## config.mk

```make
export PLATFORM = sky130hd
export DESIGN_NAME = dgp_port
export DESIGN_NICKNAME = d
export VERILOG_FILES = /design/src/design/dgp_pkg.sv /design/src/design/dgp_sync.sv /design/src/design/dgp_pin_drv.sv /design/src/design/dgp_port.sv
export SDC_FILE = /design/constraint.sdc
export NUM_CORES = 1
export LEC_CHECK = 0
export ABC_AREA = 0
export BUFFER_PORTS_ARGS = -buffer_cell sky130_fd_sc_hd__buf_4
export CORE_ASPECT_RATIO = 1.5
export CORE_MARGIN = 2
export CORE_UTILIZATION = 53
export CTS_BUF_LIST = sky130_fd_sc_hd__clkbuf_8
export DETAILED_ROUTE_END_ITERATION = 7
export PLACE_DENSITY = 0.82
export SYNTH_ARGS = -nofsm -noshare
export SYNTH_HDL_FRONTEND = slang
export SYNTH_SLANG_ARGS = --single-unit
```

## constraint.sdc

```tcl
create_clock -name core_clk -period 1.85 [get_ports core_clk]
set_input_delay 0.185 -clock core_clk [delete_from_list [all_inputs] [get_ports core_clk]]
set_output_delay 0.185 -clock core_clk [all_outputs]
set_load 0.02 [all_outputs]
```

## src/design/dgp_pkg.sv

```systemverilog
// Constants shared by the dual GPIO port block: register indices, byte
// addresses, field positions and values after reset.
// Assumes a 32-bit APB slave port with a 12-bit byte address.
package dgp_pkg;

    // ------------------------------------------------------------------
    // Register indices and byte addresses
    // ------------------------------------------------------------------
    localparam int          PADDR_W        = 12;
    localparam logic [7:0]  IDX_PORT_A     = 8'h05;
    localparam logic [7:0]  IDX_PORT_B     = 8'h06;
    localparam logic [7:0]  IDX_OPTION     = 8'h81;
    localparam logic [7:0]  IDX_DIR_A      = 8'h85;
    localparam logic [7:0]  IDX_DIR_B      = 8'h86;
    localparam logic [7:0]  IDX_CMP_CTRL   = 8'h9C;
    localparam logic [7:0]  IDX_ANA_CFG    = 8'h9F;
    localparam logic [7:0]  IDX_INT_CTRL   = 8'h0B;
    localparam logic [7:0]  IDX_PERIPH     = 8'h0C;
    localparam logic [11:0] ADDR_PORT_A    = {2'b00, IDX_PORT_A, 2'b00};
    localparam logic [11:0] ADDR_PORT_B    = {2'b00, IDX_PORT_B, 2'b00};
    localparam logic [11:0] ADDR_OPTION    = {2'b00, IDX_OPTION, 2'b00};
    localparam logic [11:0] ADDR_DIR_A     = {2'b00, IDX_DIR_A, 2'b00};
    localparam logic [11:0] ADDR_DIR_B     = {2'b00, IDX_DIR_B, 2'b00};
    localparam logic [11:0] ADDR_CMP_CTRL  = {2'b00, IDX_CMP_CTRL, 2'b00};
    localparam logic [11:0] ADDR_ANA_CFG   = {2'b00, IDX_ANA_CFG, 2'b00};
    localparam logic [11:0] ADDR_INT_CTRL  = {2'b00, IDX_INT_CTRL, 2'b00};
    localparam logic [11:0] ADDR_PERIPH    = {2'b00, IDX_PERIPH, 2'b00};

    // ------------------------------------------------------------------
    // Widths, field positions and values after reset
    // ------------------------------------------------------------------
    localparam int          PA_W           = 6;
    localparam int          PB_W           = 8;
    localparam int          SYNC_STAGES    = 2;
    localparam int          OPT_PULLUP_BIT = 7;
    localparam int          OPT_EDGE_BIT   = 6;
    localparam int          TIMER_PIN_BIT  = 4;
    localparam int          CMP2_PIN_BIT   = 5;
    localparam int          LVP_PIN_BIT    = 3;
    localparam int          EXT_IRQ_BIT    = 0;
    localparam int          CHG_LO_BIT     = 4;
    localparam int          INTC_FLAG_BIT  = 0;
    localparam int          INTC_EN_BIT    = 3;
    localparam int          PER_LVP_BIT    = 0;
    localparam int          PER_CMP1_BIT   = 1;
    localparam int          PER_CMP2_BIT   = 2;
    localparam logic [7:0]  RST_OPTION     = 8'hFF;
    localparam logic [5:0]  RST_DIR_A      = 6'h3F;
    localparam logic [7:0]  RST_DIR_B      = 8'hFF;
    localparam logic [5:0]  RST_CMP_CTRL   = 6'h07;
    localparam logic [7:0]  RST_ANA_CFG    = 8'h00;
    localparam logic [2:0]  RST_PERIPH     = 3'h1;
    localparam logic [7:0]  ANA_CFG_MASK   = 8'hCF;
    localparam logic [2:0]  CFG_DIGITAL    = 3'h3;
    localparam logic [2:0]  CMP_OFF        = 3'h7;
    localparam logic [5:0]  ANALOG_PINS    = 6'h2F;
    localparam logic [5:0]  CMP_INPUT_PINS = 6'h0F;

endpackage : dgp_pkg

```

## src/design/dgp_sync.sv

```systemverilog
// Two-stage synchroniser for a bus of independent level inputs.
// Assumes each bit is a slow level; no bit is a multi-bit word.
`timescale 1ns/1ns
module dgp_sync #(
    parameter int W = 1
) (
    input  wire logic         core_clk,
    input  wire logic         nrst,
    input  wire logic [W-1:0] din,
    output logic      [W-1:0] dout
);

    logic [W-1:0] meta_r;
    logic [W-1:0] meta_nxt;
    logic [W-1:0] dout_nxt;

    // The first stage feeds only the second stage.
    always_comb begin
        meta_nxt = din;
        dout_nxt = meta_r;
    end

    // Both stages run freely so that the pin view is never stale.
    always_ff @(posedge core_clk or negedge nrst) begin
        if (!nrst) begin
            meta_r <= '0;
            dout   <= '0;
        end else begin
            meta_r <= meta_nxt;
            dout   <= dout_nxt;
        end
    end

endmodule : dgp_sync

```

## src/design/dgp_pin_drv.sv

```systemverilog
// Per-bit pin driver: direction, peripheral takeover, open drain, pull-up.
// Assumes all inputs except per_val are registered state of the port block.
`timescale 1ns/1ns
module dgp_pin_drv #(
    parameter int W = 8
) (
    input  wire logic [W-1:0] latch,
    input  wire logic [W-1:0] dir,
    input  wire logic [W-1:0] per_sel,
    input  wire logic [W-1:0] per_oe,
    input  wire logic [W-1:0] per_val,
    input  wire logic [W-1:0] open_drain,
    input  wire logic         pullup_glob,
    output logic      [W-1:0] pin_out,
    output logic      [W-1:0] pin_oe_n,
    output logic      [W-1:0] pullup_en
);

    // ------------------------------------------------------------------
    // One driver per bit
    // ------------------------------------------------------------------
    genvar i;
    generate
        for (i = 0; i < W; i++) begin : g_bit
            logic val;
            logic drv;
            // A selected peripheral owns the pin, otherwise the port does.
            assign val = per_sel[i] ? per_val[i] : latch[i];
            assign drv = per_sel[i] ? per_oe[i] : ~dir[i];
            // An open-drain bit only ever pulls low.
            assign pin_out[i]   = open_drain[i] ? 1'b0 : val;
            assign pin_oe_n[i]  = ~(drv & ~(open_drain[i] & val));
            // Pull-up only on an input bit while enabled globally.
            assign pullup_en[i] = pullup_glob & dir[i] & ~per_sel[i];
        end
    endgenerate

endmodule : dgp_pin_drv

```

## src/design/dgp_port.sv

```systemverilog
// Dual GPIO port block: a 6-bit port with analog, timer and open-drain
// sharing, and an 8-bit port with pull-ups, change flag and external edge.
// Assumes an APB master on core_clk and pin inputs synchronous to it.
//
// Functional notes
// - Enabled peripheral takes over its shared pin.
// - First port six bits, one direction bit each.
// - Direction 1 is input, 0 drives latch.
// - Data read returns pins, write sets latch.
// - Port writes merge sampled pins into latch.
// - Bit 4 feeds timer; output is open-drain.
// - Converter and comparator bits select analog pins.
// - Reset makes analog pins analog, reading zero.
// - Direction still governs analog pins; keep inputs.
// - Unimplemented register bits read as zero.
// - Second port eight bits, same direction encoding.
// - Clearing option bit 7 enables all pull-ups.
// - Output bits never get the pull-up.
// - Pull-ups disabled after power-on reset.
// - Only input bits 7..4 join change detection.
// - Compare inputs with copy; OR sets flag.
// - Mismatch keeps setting flag; access refreshes copy.
// - Change interrupt can wake from sleep.
// - Bit 0 is external edge input; option bit 6.
// - Programming option default on, steals bit 3.
//
// Chosen here: the APB register port.
`timescale 1ns/1ns
module dgp_port (
    input  wire logic        core_clk,
    input  wire logic        nrst,
    input  wire logic        ce,
    input  wire logic        psel,
    input  wire logic        penable,
    input  wire logic        pwrite,
    input  wire logic [11:0] paddr,
    input  wire logic [31:0] pwdata,
    input  wire logic [3:0]  pstrb,
    output logic      [31:0] prdata,
    output logic             pready,
    output logic             pslverr,
    input  wire logic [5:0]  pa_in,
    output logic      [5:0]  pa_out,
    output logic      [5:0]  pa_oe_n,
    input  wire logic [7:0]  pb_in,
    output logic      [7:0]  pb_out,
    output logic      [7:0]  pb_oe_n,
    output logic      [7:0]  pb_pullup_en,
    input  wire logic [1:0]  cmp_result,
    output logic             timer_clk_in,
    output logic      [5:0]  analog_sel,
    output logic             ext_irq_pulse,
    output logic             change_irq_flag,
    output logic             wake_req
);

    // ------------------------------------------------------------------
    // Decode helpers
    // ------------------------------------------------------------------

    // Returns one when the address names a mapped register.
    function automatic logic dgp_mapped(input logic [11:0] a);
        dgp_mapped = (a == dgp_pkg::ADDR_PORT_A)   || (a == dgp_pkg::ADDR_PORT_B)   ||
                     (a == dgp_pkg::ADDR_OPTION)   || (a == dgp_pkg::ADDR_DIR_A)    ||
                     (a == dgp_pkg::ADDR_DIR_B)    || (a == dgp_pkg::ADDR_CMP_CTRL) ||
                     (a == dgp_pkg::ADDR_ANA_CFG)  || (a == dgp_pkg::ADDR_INT_CTRL) ||
                     (a == dgp_pkg::ADDR_PERIPH);
    endfunction : dgp_mapped

    // Returns the set of first-port pins held in analog mode.
    function automatic logic [5:0] dgp_analog_mask(input logic [3:0] cfg,
                                                   input logic [2:0] cmp_mode);
        logic [5:0] m;
        m = '0;
        if (cfg[3:1] != dgp_pkg::CFG_DIGITAL) begin
            m = dgp_pkg::ANALOG_PINS;
        end
        if (cmp_mode != dgp_pkg::CMP_OFF) begin
            m = m | dgp_pkg::CMP_INPUT_PINS;
        end
        dgp_analog_mask = m;
    endfunction : dgp_analog_mask

    // ------------------------------------------------------------------
    // Pin synchroniser
    // ------------------------------------------------------------------
    logic [13:0] pin_sync;
    logic [5:0]  pa_sync;
    logic [7:0]  pb_sync;

    // Both ports are sampled through two flops before any use.
    dgp_sync #(
        .W (14)
    ) u_sync (
        .core_clk (core_clk),
        .nrst     (nrst),
        .din      ({pb_in, pa_in}),
        .dout     (pin_sync)
    );

    assign pa_sync = pin_sync[5:0];
    assign pb_sync = pin_sync[13:6];

    // ------------------------------------------------------------------
    // Register state
    // ------------------------------------------------------------------
    logic [5:0]  pa_latch_r;
    logic [5:0]  pa_latch_nxt;
    logic [7:0]  pb_latch_r;
    logic [7:0]  pb_latch_nxt;
    logic [5:0]  pa_dir_r;
    logic [5:0]  pa_dir_nxt;
    logic [7:0]  pb_dir_r;
    logic [7:0]  pb_dir_nxt;
    logic [7:0]  option_r;
    logic [7:0]  option_nxt;
    logic [5:0]  cmp_ctrl_r;
    logic [5:0]  cmp_ctrl_nxt;
    logic [7:0]  ana_cfg_r;
    logic [7:0]  ana_cfg_nxt;
    logic        chg_flag_r;
    logic        chg_flag_nxt;
    logic        chg_en_r;
    logic        chg_en_nxt;
    logic [2:0]  periph_r;
    logic [2:0]  periph_nxt;
    logic [3:0]  chg_copy_r;
    logic [3:0]  chg_copy_nxt;
    logic        ext_prev_r;
    logic        ext_prev_nxt;
    logic        ext_pulse_r;
    logic        ext_pulse_nxt;
    logic [31:0] prdata_r;
    logic [31:0] prdata_nxt;

    // ------------------------------------------------------------------
    // Bus phases and derived pin views
    // ------------------------------------------------------------------
    logic        setup_ph;
    logic        access_ph;
    logic        wr_en;
    logic [7:0]  wmask;
    logic [5:0]  ana_mask;
    logic [5:0]  pa_rd;
    logic [7:0]  pb_rd;
    logic        lvp_on;
    logic [3:0]  mismatch;
    logic        pb_access;

    // Bus phases; the slave never inserts a wait state.
    assign setup_ph  = psel & ~penable;
    assign access_ph = psel & penable;
    assign wr_en     = access_ph & pwrite & dgp_mapped(paddr) & ce;
    assign wmask     = {8{pstrb[0]}};
    assign pb_access = access_ph & ce & (paddr == dgp_pkg::ADDR_PORT_B);

    // Analog pins read as zero while digital pins show their level.
    assign ana_mask = dgp_analog_mask(ana_cfg_r[3:0], cmp_ctrl_r[2:0]);
    assign pa_rd    = pa_sync & ~ana_mask;
    assign lvp_on   = periph_r[dgp_pkg::PER_LVP_BIT];

    // The programming pin is no port bit while its option is on.
    always_comb begin
        pb_rd = pb_sync;
        if (lvp_on) begin
            pb_rd[dgp_pkg::LVP_PIN_BIT] = 1'b0;
        end
    end

    // Eligible input bits differing from the copy taken at last access.
    assign mismatch = (pb_sync[7:4] ^ chg_copy_r) & pb_dir_r[7:4];

    // ------------------------------------------------------------------
    // Register file next state
    // ------------------------------------------------------------------

    // Port writes merge pin samples with the written lanes; other side effects.
    always_comb begin
        pa_latch_nxt = pa_latch_r;
        pb_latch_nxt = pb_latch_r;
        pa_dir_nxt   = pa_dir_r;
        pb_dir_nxt   = pb_dir_r;
        option_nxt   = option_r;
        cmp_ctrl_nxt = cmp_ctrl_r;
        ana_cfg_nxt  = ana_cfg_r;
        chg_en_nxt   = chg_en_r;
        periph_nxt   = periph_r;
        if (wr_en) begin
            case (paddr)
                dgp_pkg::ADDR_PORT_A: begin
                    pa_latch_nxt = (pa_sync & ~wmask[5:0]) |
                                   (pwdata[5:0] & wmask[5:0]);
                end
                dgp_pkg::ADDR_PORT_B: begin
                    pb_latch_nxt = (pb_sync & ~wmask) | (pwdata[7:0] & wmask);
                end
                dgp_pkg::ADDR_OPTION: begin
                    option_nxt = (option_r & ~wmask) | (pwdata[7:0] & wmask);
                end
                dgp_pkg::ADDR_DIR_A: begin
                    pa_dir_nxt = (pa_dir_r & ~wmask[5:0]) |
                                 (pwdata[5:0] & wmask[5:0]);
                end
                dgp_pkg::ADDR_DIR_B: begin
                    pb_dir_nxt = (pb_dir_r & ~wmask) | (pwdata[7:0] & wmask);
                end
                dgp_pkg::ADDR_CMP_CTRL: begin
                    cmp_ctrl_nxt = (cmp_ctrl_r & ~wmask[5:0]) |
                                   (pwdata[5:0] & wmask[5:0]);
                end
                dgp_pkg::ADDR_ANA_CFG: begin
                    ana_cfg_nxt = (ana_cfg_r & ~wmask) |
                                  (pwdata[7:0] & wmask & dgp_pkg::ANA_CFG_MASK);
                end
                dgp_pkg::ADDR_INT_CTRL: begin
                    if (pstrb[0]) begin
                        chg_en_nxt = pwdata[dgp_pkg::INTC_EN_BIT];
                    end
                end
                dgp_pkg::ADDR_PERIPH: begin
                    if (pstrb[0]) begin
                        periph_nxt = pwdata[2:0];
                    end
                end
                default: begin
                    periph_nxt = periph_r;
                end
            endcase
        end
    end

    // Change flag: hardware set wins over a software clear in one cycle.
    always_comb begin
        chg_flag_nxt = chg_flag_r;
        chg_copy_nxt = chg_copy_r;
        if (wr_en && (paddr == dgp_pkg::ADDR_INT_CTRL) && pstrb[0] &&
            !pwdata[dgp_pkg::INTC_FLAG_BIT]) begin
            chg_flag_nxt = 1'b0;
        end
        if (|mismatch) begin
            chg_flag_nxt = 1'b1;
        end
        if (pb_access) begin
            chg_copy_nxt = pb_sync[7:4];
        end
    end

    // External edge: rising when the select bit is one, else falling.
    always_comb begin
        ext_prev_nxt  = pb_sync[dgp_pkg::EXT_IRQ_BIT];
        ext_pulse_nxt = option_r[dgp_pkg::OPT_EDGE_BIT] ?
                        (pb_sync[dgp_pkg::EXT_IRQ_BIT] & ~ext_prev_r) :
                        (~pb_sync[dgp_pkg::EXT_IRQ_BIT] & ext_prev_r);
    end

    // Read data is captured in the setup cycle, ready in the access cycle.
    always_comb begin
        prdata_nxt = prdata_r;
        if (setup_ph) begin
            prdata_nxt = '0;
            case (paddr)
                dgp_pkg::ADDR_PORT_A:   prdata_nxt[5:0] = pa_rd;
                dgp_pkg::ADDR_PORT_B:   prdata_nxt[7:0] = pb_rd;
                dgp_pkg::ADDR_OPTION:   prdata_nxt[7:0] = option_r;
                dgp_pkg::ADDR_DIR_A:    prdata_nxt[5:0] = pa_dir_r;
                dgp_pkg::ADDR_DIR_B:    prdata_nxt[7:0] = pb_dir_r;
                dgp_pkg::ADDR_CMP_CTRL: prdata_nxt[7:0] = {cmp_result, cmp_ctrl_r};
                dgp_pkg::ADDR_ANA_CFG:  prdata_nxt[7:0] = ana_cfg_r;
                dgp_pkg::ADDR_INT_CTRL: begin
                    prdata_nxt[dgp_pkg::INTC_FLAG_BIT] = chg_flag_r;
                    prdata_nxt[dgp_pkg::INTC_EN_BIT]   = chg_en_r;
                end
                dgp_pkg::ADDR_PERIPH:   prdata_nxt[2:0] = periph_r;
                default:                prdata_nxt = '0;
            endcase
        end
    end

    // ------------------------------------------------------------------
    // Register file flops
    // ------------------------------------------------------------------

    // All register state holds while the clock enable is low; the pin synchroniser keeps running.
    always_ff @(posedge core_clk or negedge nrst) begin
        if (!nrst) begin
            pa_latch_r  <= '0;
            pb_latch_r  <= '0;
            pa_dir_r    <= dgp_pkg::RST_DIR_A;
            pb_dir_r    <= dgp_pkg::RST_DIR_B;
            option_r    <= dgp_pkg::RST_OPTION;
            cmp_ctrl_r  <= dgp_pkg::RST_CMP_CTRL;
            ana_cfg_r   <= dgp_pkg::RST_ANA_CFG;
            chg_en_r    <= 1'b0;
            periph_r    <= dgp_pkg::RST_PERIPH;
            chg_flag_r  <= 1'b0;
            chg_copy_r  <= '0;
            ext_prev_r  <= 1'b0;
            ext_pulse_r <= 1'b0;
            prdata_r    <= '0;
        end else if (ce) begin
            pa_latch_r  <= pa_latch_nxt;
            pb_latch_r  <= pb_latch_nxt;
            pa_dir_r    <= pa_dir_nxt;
            pb_dir_r    <= pb_dir_nxt;
            option_r    <= option_nxt;
            cmp_ctrl_r  <= cmp_ctrl_nxt;
            ana_cfg_r   <= ana_cfg_nxt;
            chg_en_r    <= chg_en_nxt;
            periph_r    <= periph_nxt;
            chg_flag_r  <= chg_flag_nxt;
            chg_copy_r  <= chg_copy_nxt;
            ext_prev_r  <= ext_prev_nxt;
            ext_pulse_r <= ext_pulse_nxt;
            prdata_r    <= prdata_nxt;
        end
    end

    // ------------------------------------------------------------------
    // Pin drivers
    // ------------------------------------------------------------------
    logic [5:0] pa_per_sel;
    logic [5:0] pa_per_val;
    logic [7:0] pb_per_sel;

    // Comparator outputs take bits 4 and 5; the programming option bit 3.
    assign pa_per_sel = {periph_r[dgp_pkg::PER_CMP2_BIT],
                         periph_r[dgp_pkg::PER_CMP1_BIT], 4'h0};
    assign pa_per_val = {cmp_result[1], cmp_result[0], 4'h0};
    assign pb_per_sel = {4'h0, lvp_on, 3'h0};

    // Direction governs analog pins too; software keeps them inputs.
    dgp_pin_drv #(
        .W (6)
    ) u_drv_a (
        .latch       (pa_latch_r),
        .dir         (pa_dir_r),
        .per_sel     (pa_per_sel),
        .per_oe      (pa_per_sel),
        .per_val     (pa_per_val),
        .open_drain  (6'h10),
        .pullup_glob (1'b0),
        .pin_out     (pa_out),
        .pin_oe_n    (pa_oe_n),
        .pullup_en   ()
    );

    // The programming option holds bit 3 released as a plain input.
    dgp_pin_drv #(
        .W (8)
    ) u_drv_b (
        .latch       (pb_latch_r),
        .dir         (pb_dir_r),
        .per_sel     (pb_per_sel),
        .per_oe      (8'h00),
        .per_val     (8'h00),
        .open_drain  (8'h00),
        .pullup_glob (~option_r[dgp_pkg::OPT_PULLUP_BIT]),
        .pin_out     (pb_out),
        .pin_oe_n    (pb_oe_n),
        .pullup_en   (pb_pullup_en)
    );

    // ------------------------------------------------------------------
    // Outputs
    // ------------------------------------------------------------------

    // Bus answers and status views.
    assign prdata          = prdata_r;
    assign pready          = access_ph;
    assign pslverr         = access_ph & ~dgp_mapped(paddr);
    assign timer_clk_in    = pa_sync[dgp_pkg::TIMER_PIN_BIT];
    assign analog_sel      = ana_mask;
    assign ext_irq_pulse   = ext_pulse_r;
    assign change_irq_flag = chg_flag_r;
    assign wake_req        = chg_flag_r & chg_en_r;

endmodule : dgp_port

```

==> out/results.md, run 1 <==
| Stage | Result | Reported |
|:---|:---|:---|
| outcome | Status | finished clean |
| hold path | Launch instance of the worst min-delay path | ce |
| worst setup path | Element type at the critical path start | input pin |
| synthesis | Post-synthesis area per instance | 11.6 um2 |
| run | Max-Cap Viols | 0 |
| synthesis | Total standard cell area after synthesis | 0.00494 mm2 |
| cells and area | Fill cell count | 719 |
| timing | Fin crit share | 96.2% |
| timing | Post-Route Setup TNS | 0 ns |
| cells and area | Area of the multi-input gates | 0.00213 mm2 |
| worst setup path | Setup slack of the most critical reg-to-reg path | 0.20 ns |
| global routing | Global-route wire length before repair | 20700 um |
| worst setup path | Critical path class | in -> out |
| synthesis | Synth area leader | dfrtp_1 |
| synthesis | Post-synthesis register bit count | 97 |
| timing | Post-route setup slack | 0.0700 ns |
| cts | Clk buf depth | 2 |
| global routing | Maximum number of pins on one net before global-route repair | 51 |
| floorplan | # IOs | 150 |
| timing | Setup skew after layout | 0.00841 ns |
| cells and area | Commonest cells after routing, fill and taps aside | 146 x buf_4, 71 x dfrtp_1, 26 x nand2_1, 26 x dfstp_2, 26 x conb_1 |
| hold path | Hold Path Cell Cnt | 2 |
| placement | Post-Place Cells | 645 |
| timing | Relative slew slack | 62.8% |
| global routing | Number of antenna violations at the first check in global routing | 0 |
| power and ir drop | Total leakage power | 3.02 nW |
| detailed routing | Count of vias placed by the detailed router | 3725 |
| synthesis | Number of warnings printed during yosys synthesis | 0 |
| cts | Clk sinks | 97 |
| worst setup path | Critical path data required time | 1.66 ns |
| cts | CTS buffer count | 9 |
| timing | Actual slew at the worst max-slew pin | 0.550 ns |
| cts | Worst-path clk slew | 0.10 ns |
| cells and area | Non-filler cells, final | 676 |
| cells and area | Layout overhead on the synthesized area | 28.0% |
| synthesis | Library cells used by synthesis | 65 |
| detailed routing | WL/cell | 19.8 um |
| synthesis | Post-synth top area share | 36.0% |
| placement | Number of port buffers | 96 |
| floorplan | Number of rows in the core area | 43 |
| detailed routing | Number of vias per cell after detailed routing | 5.51 |
| synthesis | Most used DFF post-synth | dfrtp_1 |
| cts | Clock Root Buffer | clkbuf_8 |
| placement | RD Place Congestion | 0.961 |
| cells and area | Combined flip-flop and latch cell area | 0.00246 mm2 |
| synthesis | Post-synthesis async set-or-reset flop share | 100% |
| detailed routing | Iteration-0 DRC count of the detailed router | 180 |
| power and ir drop | Power density of the placed cells | 693 mW/mm2 |
| floorplan | Die boundary height | 122 um |
| detailed routing | Detailed Routing Iterations Pass 1 | 4 |
| timing | Final setup violation count | 0 |
| cells and area | Final Core Density | 69.2% |
| synthesis | Sequential share of the synthesized area | 49.8% |
| detailed routing | Remaining number of nets flagged by the antenna check after routing | 0 |
| global routing | Global-route usage over all layers | 27.1% |
| floorplan | Width of the die | 82.8 um |
| cts | Level count of the clock H-tree | 3 |
| cells and area | Net total in the final layout | 629 |
| placement | DP HPWL | 10300 um |
| detailed routing | DRC violation count after routing | 0 |
| synthesis | Gate count of the mapped netlist | 427 |
| power and ir drop | Worst IR Drop VDD | 740 uV |
| hold path | Hold crit path type | in -> reg |
| timing | Number of max-slew violations in the final report | 0 |
| floorplan | Area of the core region | 0.00915 mm2 |
| synthesis | Number of synthesized flops with an enable pin | 0 |
| cts | Clock tree from TritonCTS | built |
| cts | Clock insertion delay at the later pin of the skew report | 0.38 ns |
| worst setup path | Data arrival, critical path | 1.60 ns |
| worst setup path | Startpoint of the lowest-slack register-to-register path | periph_r[0] |
| timing | Shortest period the worst path allows | 1.78 ns |
| cells and area | Share of layout cells above drive strength 1 | 41.1% |
| worst setup path | Depth of the worst register-to-register path | 5 |
| detailed routing | Total wire length | 13400 um |
| worst setup path | Critical-path maximum fanout | 4 |
| placement | Placement-stage worst setup slack | -0.269 ns |
| timing | Highest clock rate | 562 MHz |
| power and ir drop | Final Total Pwr | 4.38 mW |
| global routing | Via count of the first global-routing pass | 3818 |
| global routing | Residual overflow from global routing | 0 |
| timing | Fin. Hold Viols | 0 |
| worst setup path | Endpoint of the worst-slack reg-to-reg timing path | prdata[0] |
| cells and area | Most common cell after layout, fill and taps aside | buf_4 |
| worst setup path | Category of the worst setup path capture point | primary output |
| hold path | Worst Hold End | ext_irq_pulse |
| cells and area | Diode count | 0 |
| synthesis | Most area-consuming cells after synthesis | dfrtp_1 36%, dfstp_2 14%, buf_4 8.1% |
| floorplan | Die Outline Area | 0.0101 mm2 |
| floorplan | Initial Util | 54.0% |
[Yosys cell counts, types with 3 or more instances]
cell type  instances
dfrtp_1           71
buf_4             53
nand2_1           27
dfstp_2           26
mux2_1            23
mux2i_1           20
o21ai_1           19
clkbuf_1          12
nor2b_1           12
mux2_2            11
nor2_1            11
nand3_1            9
mux2_4             8
nand4_1            7
a22o_1             6
nor3_1             6
inv_1              5
nand2b_1           5
nand3b_1           5
nor3b_1            5
and2_1             4
nand4b_1           4
o21ai_0            4
o311a_1            4
xor2_1             4
a211oi_1           3
a221oi_1           3
a22oi_1            3
a31oi_1            3
nor4_1             3
nor4b_2            3
or4_1              3
or4b_1             3
[repair_timing]
item,4_1_cts,5_1_grt
setup buffers,0,0
pin swaps,0,0
resized for setup,4,4
hold buffers,15,0
endpoints found under the hold margin,34,0
endpoints found under the setup margin,1,1
[worst max path at each step]
stage	slack, ns	start	end
2_1_floorplan	-0.03	paddr[8]	flop
3_3_place_gp	-0.22	paddr[10]	periph_r[1]
3_5_place_dp	-0.27	paddr[10]	periph_r[1]
4_1_cts	0.03	paddr[8]	pslverr
5_1_grt	-0.009	paddr[2]	pslverr
6_report	0.07	paddr[8]	pslverr
[per-stage QoR]
step	cell area, um2	hold WS (ns)
floorplan	5040	-0.111
global placement	5890	0.133
detailed placement	5890	0.143
CTS	6310	0.0217
global route	6320	0.0298
finish	6320	0.0400
[routing by layer]
| layer | vias up | wire length, um | GRT usage, % |
|---|---|---|---|
| met3 | 20 | 636 | 5.58 |
| met5 | - | 0 | 0 |
| met1 | 1849 | 5230 | 32.0 |
| met4 | 0 | 354 | 12.6 |
| li1 | 1732 | - | - |
| met2 | 124 | 7150 | 47.7 |
[kinds of logic after synthesis]
kind of cell           Yosys count  share of synthesized area, %
AO/OA/AOI/OAI                   59                          8.31
multiplexers                    62                          14.2
AND/OR/NAND/NOR                130                          16.9
other                            1                        0.0759
buffers and inverters           74                          9.98
flip-flops                      97                          49.8
XOR/XNOR                         4                         0.709
[worst max-delay path: stages]
cell	delay (ns)
buf_4	0.12
or4b_4	0.58
nor2_4	0.14
nand2_2	0.09
buf_4	0.13
o211ai_1	0.10
nor3b_1	0.08
buf_4	0.16
[area by class of cell]
cell class / count / share of cell area [%]
Inverter: 5 / 0.297
Clock inverter: 7 / 1.96
Tap cell: 112 / 2.22
Clock buffer: 9 / 1.96
Sequential cell: 97 / 38.9
Multi-Input combinational cell: 281 / 33.7
Timing Repair Buffer: 165 / 21.0
[power by group]
| group | switching (mW) | leakage, nW | total [mW] | internal (mW) |
|---|---|---|---|---|
| Clock | 0.772 | 0.126 | 1.69 | 0.914 |
| Sequential | 0.0313 | 1.18 | 2.20 | 2.17 |
| Combinational | 0.280 | 1.71 | 0.489 | 0.209 |
| Total | 1.08 | 3.02 | 4.38 | 3.30 |
Note: power is estimated with default switching activity, not from simulation.
==> run 2, diff against run 1 <==
CORE_ASPECT_RATIO = 0.5   (was 1.5)
==> out/results.md, run 2 (same netlist as run 1, synthesis figures left out) <==
| Stage | Result | Reported |
|:---|:---|:---|
| cells and area | Most common cell after layout, fill and taps aside | buf_4 |
| run | Max-Cap Viols | 0 |
| timing | Fin. Hold Viols | 0 |
| worst setup path | Data arrival, critical path | 1.62 ns |
| worst setup path | Setup slack of the most critical reg-to-reg path | 0.14 ns |
| timing | Number of max-slew violations in the final report | 0 |
| floorplan | Die Outline Area | 0.0102 mm2 |
| cells and area | Diode count | 0 |
| worst setup path | CP max-delay cell | or4b_4 |
| power and ir drop | Power density of the placed cells | 665 mW/mm2 |
| placement | Number of port buffers | 96 |
| global routing | Residual overflow from global routing | 0 |
| global routing | Number of antenna violations at the first check in global routing | 0 |
| detailed routing | WL/cell | 20.4 um |
| detailed routing | Iteration-0 DRC count of the detailed router | 334 |
| detailed routing | Count of vias placed by the detailed router | 3913 |
| placement | Instance area after placement | 0.00591 mm2 |
| worst setup path | Critical-path maximum fanout | 4 |
| timing | Final setup violation count | 0 |
| cts | Clock insertion delay at the later pin of the skew report | 0.38 ns |
| timing | Fin crit share | 97.7% |
| outcome | Status | finished clean |
| floorplan | Width of the die | 141 um |
| worst setup path | Critical path class | in -> out |
| timing | Post-route worst hold slack | 0.0599 ns |
| global routing | Global-route usage over all layers | 29.0% |
| power and ir drop | Total leakage power | 3.05 nW |
| cts | Worst-path clk slew | 0.10 ns |
| floorplan | Area of the core region | 0.00889 mm2 |
| cts | Clock tree from TritonCTS | built |
| hold path | Hold Path Cell Cnt | 2 |
| power and ir drop | Worst IR Drop VDD | 490 uV |
| worst setup path | Crit path cell chain | buf_4, or4b_4, nor2_4, nand2_2, buf_4, o211ai_1, nor3b_2, buf_4 |
| worst setup path | Depth of the worst register-to-register path | 5 |
| floorplan | Number of rows in the core area | 24 |
| detailed routing | Number of vias per cell after detailed routing | 5.64 |
| cells and area | Layout overhead on the synthesized area | 29.4% |
| cts | Clk sinks | 97 |
| worst setup path | Element type at the critical path start | input pin |
| worst setup path | Largest stage delay, worst path | 0.59 ns |
| timing | Setup skew after layout | 0.00917 ns |
| worst setup path | Cell occurring most often along the worst timing path | buf_4 |
| timing | Shortest period the worst path allows | 1.81 ns |
| timing | Relative slew slack | 54.0% |
| floorplan | Die boundary height | 72.3 um |
| timing | Actual slew at the worst max-slew pin | 0.690 ns |
| global routing | Maximum number of pins on one net before global-route repair | 30 |
| cts | Clk buf depth | 2 |
| worst setup path | Critical path data required time | 1.66 ns |
| global routing | Global-route wire length before repair | 21700 um |
| hold path | Hold crit path type | in -> reg |
| floorplan | # IOs | 150 |
| detailed routing | DRC violation count after routing | 0 |
| cts | CTS buffer count | 9 |
| timing | Highest clock rate | 553 MHz |
| global routing | Via count of the first global-routing pass | 3767 |
| cells and area | Commonest cells after routing, fill and taps aside | 161 x buf_4, 71 x dfrtp_1, 26 x nand2_1, 26 x dfstp_2, 26 x conb_1 |
| cells and area | Share of layout cells above drive strength 1 | 43.0% |
| placement | RD Place Congestion | 0.958 |
| cells and area | Layout Cell Area excl Fill | 0.00639 mm2 |
| hold path | Launch instance of the worst min-delay path | pwdata[7] |
| worst setup path | Category of the worst setup path capture point | primary output |
| placement | DP HPWL | 10500 um |
| cts | Clock Root Buffer | clkbuf_8 |
| worst setup path | Endpoint of the worst-slack reg-to-reg timing path | prdata[1] |
| cells and area | Net total in the final layout | 642 |
| floorplan | Initial Util | 55.6% |
| detailed routing | Remaining number of nets flagged by the antenna check after routing | 0 |
| detailed routing | Total wire length | 14200 um |
| cts | Level count of the clock H-tree | 3 |
| detailed routing | Detailed Routing Iterations Pass 1 | 5 |
run 2: changes by cell type in the layout (fill, tap and decap cells not counted), moves of 2 or more:
cell and delta:
bufinv_16 -2, buf_4 +15, or4_1 -2, clkinv_8 +3
nor2_1 -2, or4_4 +2, buf_12 -2
run 2: power breakdown:
group          internal, mW  switching, mW  total (mW)
Sequential             2.17         0.0343        2.21
Clock                 0.675          0.864        1.54
Combinational         0.216          0.288       0.503
Total                  3.06           1.19        4.25
run 2: stage by stage:
stage | worst slack (ns) | std cells | util [%] | setup TNS (ns) | power, mW
after global routing | -0.0448 | 694 | 71.9 | -0.0448 | 4.39
after floorplan | -0.0294 | 452 | - | -0.0589 | 2.47
after global placement | -0.238 | 656 | 66.5 | -4.93 | 2.70
after detailed placement | -0.233 | 656 | 66.5 | -6.23 | 2.71
after CTS | 0.00627 | 687 | 71.1 | 0 | 4.27
final | 0.0420 | 694 | 71.9 | 0 | 4.25
run 2: worst max path at each step:
stage	start	end	slack [ns]	cells past startpoint
2_1_floorplan	paddr[8]	flop	-0.03	6
3_3_place_gp	paddr[9]	periph_r[2]	-0.24	5
3_5_place_dp	paddr[9]	periph_r[1]	-0.23	5
4_1_cts	paddr[8]	pslverr	0.006	8
5_1_grt	paddr[3]	pslverr	-0.04	9
6_report	paddr[10]	pslverr	0.04	8
run 2: worst max-delay path: cells and delay by family:
family                 cells  cell delay (ns)
AND/OR/NAND/NOR            4             0.88
buffers and inverters      3             0.40
AO/OA/AOI/OAI              1             0.15
run 2: layout make-up:
cell class	instances	area [um2]
flip-flops and latches	97	2460
fillers	648	2500
clock buffers	9	124
inverters	5	18.8
repair buffers	178	1400
multi-input cells	281	2130
well taps	117	146
clock inverters	7	108
run 2: layer usage:
metal	part of all wire, %	track usage [%]	vias to the layer above
met5	0	0	-
met4	2.1	7.89	0
met3	9.7	7.79	32
met2	41	41.8	216
met1	47	43.6	1911
li1	-	-	1754
run 2: timing repair:
| item | 4_1_cts | 5_1_grt |
|---|---|---|
| setup endpoints to repair | 5 | 5 |
| gates cloned | 0 | 0 |
| setup buffers | 0 | 7 |
| gates resized for setup | 6 | 5 |
| endpoints found under the hold margin | 32 | 0 |
| hold buffers | 15 | 0 |
| pin swaps | 0 | 5 |
